--- src/inc/monitor_regs_pkg.sv ---
// constants and types for the monitor control and voltage irq register bank
package monitor_regs_pkg;
  localparam logic [7:0] ADDR_TEST_A   = 8'h79;
  localparam logic [7:0] ADDR_TEST_RB  = 8'h7a;
  localparam logic [7:0] ADDR_TEST_B   = 8'h7b;
  localparam logic [7:0] ADDR_CONTROL  = 8'h7c;
  localparam logic [7:0] ADDR_VIRQ_EN  = 8'h7e;
  localparam logic [7:0] RST_TEST      = 8'h00;
  localparam logic [7:0] RST_CONTROL   = 8'h40;
  localparam logic [7:0] RST_VIRQ_EN   = 8'hec;
  localparam int BIT_LOW_POWER  = 0;
  localparam int BIT_MON_METHOD = 1;
  localparam int BIT_PIN_OE     = 2;
  localparam int BIT_GROUP_VOLT = 0;
  localparam int AVG_MSB        = 7;
  localparam int AVG_LSB        = 5;
  // rail index within the five-bit rail vector
  localparam int RAIL_2P5  = 0;
  localparam int RAIL_CORE = 1;
  localparam int RAIL_5V   = 2;
  localparam int RAIL_12V  = 3;
  localparam int RAIL_MAIN = 4;
  localparam logic [7:0] VIRQ_WRITABLE = 8'hed;
  localparam logic [7:0] AVG_CNT_1   = 8'h01;
  localparam logic [7:0] AVG_CNT_8   = 8'h08;
  localparam logic [7:0] AVG_CNT_16  = 8'h10;
  localparam logic [7:0] AVG_CNT_32  = 8'h20;
  localparam logic [7:0] AVG_CNT_128 = 8'h80;
  typedef enum logic [1:0] {
    AVG_FINE   = 2'b00,
    AVG_FAST   = 2'b01,
    AVG_EVEN   = 2'b10,
    AVG_STRONG = 2'b11
  } avg_mode_type;
endpackage

--- src/monitor_control_voltage_irq_regs.sv ---
// register bank for monitor control, factory test and voltage interrupt enables
`timescale 1ns/100ps
module monitor_control_voltage_irq_regs (
  // clock and reset
  input  wire logic       ref_clk,
  input  wire logic       rst_n,
  // register port from the serial management front end
  input  wire logic       regWrite,
  input  wire logic [7:0] regAddr,
  input  wire logic [7:0] regWdata,
  output logic      [7:0] regRdata,
  // global lock
  input  wire logic       globalLock,
  // out-of-limit events per rail: 2p5, core, 5v, 12v, main
  input  wire logic [4:0] railEvent,
  // software clear of voltage status bits, one per rail
  input  wire logic [4:0] railStatusClear,
  // controls toward the measurement engine
  output logic            low_power_select,
  output logic            monitor_method_select,
  output logic            irq_pin_output_enable,
  output logic      [2:0] averaging_select,
  output logic      [7:0] remoteAverages,
  output logic      [7:0] otherAverages,
  // status and pin
  output logic      [4:0] railStatus,
  output logic            irqPin_n
);
  import monitor_regs_pkg::*;

  logic [7:0] testA;
  logic [7:0] testB;
  logic [7:0] monitor_control_bits;
  logic [7:0] voltIrqEnable;
  logic [4:0] railEnable;
  logic       writeOk;
  logic [4:0] next_railStatus;
  logic       next_irqPin_n;

  function automatic avg_mode_type avg_decode(input logic [2:0] code);
    if (code[2]) begin
      return AVG_STRONG;
    end else if (code[1]) begin
      return AVG_EVEN;
    end else if (code[0]) begin
      return AVG_FAST;
    end else begin
      return AVG_FINE;
    end
  endfunction

  // writes after lock are dropped silently, no error is reported
  assign writeOk = regWrite && !globalLock;

  always_ff @(posedge ref_clk or negedge rst_n) begin
    if (!rst_n) begin
      testA <= RST_TEST;
      testB <= RST_TEST;
    end else if (writeOk) begin
      if (regAddr == ADDR_TEST_A) begin
        testA <= regWdata;
      end
      if (regAddr == ADDR_TEST_B) begin
        testB <= regWdata;
      end
    end
  end

  // bits 3 and 4 stored as written, readback has no side effect
  always_ff @(posedge ref_clk or negedge rst_n) begin
    if (!rst_n) begin
      monitor_control_bits <= RST_CONTROL;
    end else if (writeOk && regAddr == ADDR_CONTROL) begin
      monitor_control_bits <= regWdata;
    end
  end

  // reserved bits 1 and 4 hold zero
  always_ff @(posedge ref_clk or negedge rst_n) begin
    if (!rst_n) begin
      voltIrqEnable <= RST_VIRQ_EN;
    end else if (writeOk && regAddr == ADDR_VIRQ_EN) begin
      voltIrqEnable <= regWdata & VIRQ_WRITABLE;
    end
  end

  assign railEnable = {voltIrqEnable[7:5], voltIrqEnable[3:2]};
  assign low_power_select      = monitor_control_bits[BIT_LOW_POWER];
  assign monitor_method_select = monitor_control_bits[BIT_MON_METHOD];
  assign irq_pin_output_enable = monitor_control_bits[BIT_PIN_OE];
  assign averaging_select      = monitor_control_bits[AVG_MSB:AVG_LSB];

  // averaging counts registered so the engine sees a stable value
  always_ff @(posedge ref_clk or negedge rst_n) begin
    if (!rst_n) begin
      remoteAverages <= AVG_CNT_16;
      otherAverages  <= AVG_CNT_16;
    end else begin
      case (avg_decode(averaging_select))
        AVG_FINE: begin
          remoteAverages <= AVG_CNT_128;
          otherAverages  <= AVG_CNT_8;
        end
        AVG_FAST: begin
          remoteAverages <= AVG_CNT_16;
          otherAverages  <= AVG_CNT_1;
        end
        AVG_EVEN: begin
          remoteAverages <= AVG_CNT_16;
          otherAverages  <= AVG_CNT_16;
        end
        AVG_STRONG: begin
          remoteAverages <= AVG_CNT_32;
          otherAverages  <= AVG_CNT_32;
        end
        default: begin
          remoteAverages <= AVG_CNT_16;
          otherAverages  <= AVG_CNT_16;
        end
      endcase
    end
  end

  // a new event wins over a clear in the same cycle
  assign next_railStatus = (railStatus & ~railStatusClear) | (railEvent & railEnable);

  always_ff @(posedge ref_clk or negedge rst_n) begin
    if (!rst_n) begin
      railStatus <= 5'h00;
    end else begin
      railStatus <= next_railStatus;
    end
  end

  assign next_irqPin_n = !(irq_pin_output_enable && voltIrqEnable[BIT_GROUP_VOLT]
                           && |(railStatus & railEnable));

  // pin registered to keep it glitch free
  always_ff @(posedge ref_clk or negedge rst_n) begin
    if (!rst_n) begin
      irqPin_n <= 1'b1;
    end else begin
      irqPin_n <= next_irqPin_n;
    end
  end

  always_ff @(posedge ref_clk or negedge rst_n) begin
    if (!rst_n) begin
      regRdata <= 8'h00;
    end else begin
      case (regAddr)
        ADDR_TEST_A:  regRdata <= testA;
        ADDR_TEST_RB: regRdata <= {1'b0, testA[6:0]};
        ADDR_TEST_B:  regRdata <= testB;
        ADDR_CONTROL: regRdata <= monitor_control_bits;
        ADDR_VIRQ_EN: regRdata <= voltIrqEnable;
        default:      regRdata <= 8'h00;
      endcase
    end
  end
endmodule

--- config.mk ---
export PLATFORM = sky130hd
export DESIGN_NAME = monitor_control_voltage_irq_regs
export DESIGN_NICKNAME = d
export VERILOG_FILES = /design/src/inc/monitor_regs_pkg.sv /design/src/monitor_control_voltage_irq_regs.sv
export SDC_FILE = /design/constraint.sdc
export NUM_CORES = 1
export LEC_CHECK = 0
export BUFFER_PORTS_ARGS = -buffer_cell sky130_fd_sc_hd__buf_2
export CAP_MARGIN = 20
export CELL_PAD_IN_SITES_DETAIL_PLACEMENT = 1
export CELL_PAD_IN_SITES_GLOBAL_PLACEMENT = 2
export CORE_UTILIZATION = 36
export CTS_CLUSTER_SIZE = 24
export DETAILED_ROUTE_END_ITERATION = 8
export HOLD_SLACK_MARGIN = 0.03
export PLACE_DENSITY_LB_ADDON = 0.1
export SLEW_MARGIN = 20
export SYNTH_ARGS = -nofsm -noshare
export SYNTH_HDL_FRONTEND = slang
export SYNTH_SLANG_ARGS = --single-unit
export TNS_END_PERCENT = 50
--- constraint.sdc ---
create_clock -name ref_clk -period 1.9 [get_ports ref_clk]
set_clock_uncertainty 0.1 [all_clocks]
set_input_delay 0.19 -clock ref_clk [delete_from_list [all_inputs] [get_ports ref_clk]]
set_output_delay 0.19 -clock ref_clk [all_outputs]
set_load 0.02 [all_outputs]
==> flow_summary.toml <==
[clock_tree]
clkTransAtPathRegs_ns = 0.08
cts_made_buffers = 5
cts_setup_buffers = 0
clk_latency_ns = 0.30
ctsHtreeMaxLevel = 2
cts_tree = "yes"
ctsResizeCount = 0
clkSinkCount = 49
cts.path.max_buffers = 2
cts_root_buf = "clkbuf_8"

[power]
p_leak_nw = 1.530
total_power_w = 0.002086
peakVddDrop_mv = 0.2976
power_density_mw_per_mm2 = 707.9
swShare_pct = 23.37
p_sw_w = 0.0004875
seqPwrFrac_pct = 52.5
comb_power_share_pct = 10.9
p_int_w = 0.001598
clockPowerShare_pct = 36.7

[timing]
rsz0062_at_grt = "no"
tightest_slew_ns = 0.6235
tns_ns = 0
slew_headroom_pct = 58.43
hold_slack_ns = 0.05755
min_period_ns = 1.534
hold_viol_final = 0
setup_viol = 0
period_share_pct = 80.73
finalMaxSlewViolations = 0
fmax_ghz = 0.6520

[yosys]
synthArstFlopShare_pct = 100.0
syn-cell-area_sq_mm = 0.002377
synth-edff-count = 0
synth-main-ff-cell = "dfrtp_1"
yosysWarnings = 0
yosysSeqAreaShare_pct = 52.05
synth_area_per_cell_sq_um = 12.85
synth.ff_latch_count = 49
netlist_instances = 185
synth_cell_types = 37

[routing]
dr.pass1.iters = 4
num_vias = 1665
drt_wl_total_um = 5526
drc_errors = 0
ant_nets = 0
wire_per_inst_um = 16.50
drtIter0Drc = 44
vias_per_cell = 4.970

[critical_path]
path_buf_inv = 1
rrSetupSlack_ns = 0.46
rr_startpoint = "voltIrqEnable[7]$_DFFE_PN1P_"
slowest_stage = "or4_1"
cp_data_required_time_ns = 1.98
crit_path_cell_trace = "buf_2, nand4bb_4, or4_1, mux2_1"
worstReg2RegEnd = "railStatus[4]$_DFF_PN0_"
worst-r2r-cell-count = 3
worstPathMaxFanout = 8
cp-start-kind = "input port"
cp.arrival_ns = 1.62
path_delay_family = "simple AND/OR/NAND/NOR gates"
critPathMaxStageDelay_ns = 0.67
end_kind = "flip-flop"
worstSetupPathType = "in2reg"

[place]
place.gp.congestion = 0.6960
dp_cells = 316
hpwl_um = 3948
io_buffers = 56

[global_routing]
grt_use_total_pct = 17.60
grt_max_degree = 50
grt_pass1_wl_um = 9494
antenna_found_initial = 0
grt-ovfl-total = 0
grt_pass1_vias = 1810

[cells_and_area]
insertedDiodeCount = 0
final_cell_mix = "buf_2 (56), dfrtp_1 (40), mux2_2 (20)"
final_common_cell = "buf_2"
multi_input_area_sq_um = 989.7
fin_util_pct = 46.40
syn_to_final_growth_pct = 23.95
stdcell_count = 335
fin_nets = 291
final-seq-area_sq_mm = 0.001237
drive_above_1_share_pct = 45.74
nFillCells = 692

[die]
die-area_sq_mm = 0.006932
die_x_um = 83.26
rows = 29
boundaryPins = 66
core_area_sq_mm = 0.006350
fp.dieH_um = 83.26
initial_utilization_pct = 37.44

[min_path]
worstHoldPathCells = 2
min_path_type = "in2reg"
holdCritStartpoint = "regWdata[4]"
min_to = "testB[4]$_DFFE_PN0P_"

[outcome]
status = "completed"

[run]
drv_cap = 0
## worst max-delay path by stage
stage,cells past startpoint,slack (ns),from,endpoint
floorplan,5,0.33,regAddr[1],monitor_control_bits[2]$_DFFE_PN0P_
CTS,4,0.34,globalLock,monitor_control_bits[2]$_DFFE_PN0P_
detailed placement,4,0.01,globalLock,monitor_control_bits[2]$_DFFE_PN0P_
global placement,4,0.07,globalLock,monitor_control_bits[2]$_DFFE_PN0P_
finish,4,0.37,globalLock,monitor_control_bits[2]$_DFFE_PN0P_
global route,4,0.29,regAddr[4],monitor_control_bits[0]$_DFFE_PN0P_
## flip-flops by register name (all words and copies together), names as in the netlist
name,cells
monitor_control_bits,8
regRdata,8
testA,8
testB,8
voltIrqEnable,6
railStatus,5
otherAverages,3
remoteAverages,2
irqPin_n,1
## metal layers
layer / share of wire (%) / vias up / routed length [um] / GRT usage [%]
li1: - / 767 / - / -
met1: 45 / 836 / 2506 / 23.16
met2: 48 / 54 / 2642 / 28.09
met3: 5.0 / 8 / 276 / 4.672
met4: 1.8 / 0 / 100 / 5.956
met5: 0 / - / 0 / 0
## synthesized netlist by cell type (2+ instances only)
cell type,instances,share of area [%]
buf_2,3,0.63
a211oi_1,5,1.6
inv_1,8,1.3
o21ai_0,5,1.1
clkbuf_1,2,0.32
nor4_4,2,1.8
mux2_1,2,0.95
mux2i_1,14,5.9
mux2_2,20,9.5
buf_4,15,4.7
o31a_1,2,0.74
nand2_1,6,0.95
dfstp_2,9,9.9
nor4b_1,2,0.74
mux2_4,8,5.1
or4_1,2,0.63
dfrtp_1,40,42
nand2b_1,2,0.53
o21a_1,5,1.6
a21oi_1,5,1.1
and3_1,2,0.53
ha_1,4,2.1
nor2_1,8,1.3
## through the flow
step / cell area, sq um / setup WS, ns
6_report: 2947 / 0.3662
5_1_grt: 2947 / 0.2940
4_1_cts: 2947 / 0.3401
3_5_place_dp: 2720 / 0.01140
3_3_place_gp: 2720 / 0.07369
2_1_floorplan: 2407 / 0.3332
## final cells by class
class	instances	area share [%]
clock buffers	7	2.930
clock inverters	1	1.019
inverters	9	1.146
multi-input cells	114	33.59
flip-flops and latches	49	42.00
well taps	77	3.270
repair buffers	78	16.05
## power by group through the flow
stage	Clock [W]	Sequential, W	Combinational [W]
2_1_floorplan	0	0.00112	0.000119
5_1_grt	0.000848	0.00110	0.000251
6_report	0.000765	0.00109	0.000227
3_5_place_dp	0	0.00112	0.000217
4_1_cts	0.000799	0.00110	0.000231
3_3_place_gp	0	0.00111	0.000209
## logic make-up (layout without fill, tap and decap cells)
| kind of cell | after synthesis | in the layout | synth area share (%) |
|---|---|---|---|
| other | 1 | 9 | 0.1577 |
| multiplexers | 44 | 44 | 21.37 |
| AND/OR/NAND/NOR | 31 | 31 | 9.421 |
| adder cells (fa/ha/maj) | 4 | 4 | 2.105 |
| buffers and inverters | 30 | 95 | 7.579 |
| AO/OA/AOI/OAI | 26 | 26 | 7.316 |
| flip-flops | 49 | 49 | 52.05 |
## timing repair
action / 4_1_cts / 5_1_grt
hold buffers: 11 / 0
endpoints found under the hold margin: 45 / 0
endpoints found under the setup margin: 0 / 0
Note: power is estimated with default switching activity, not from simulation.
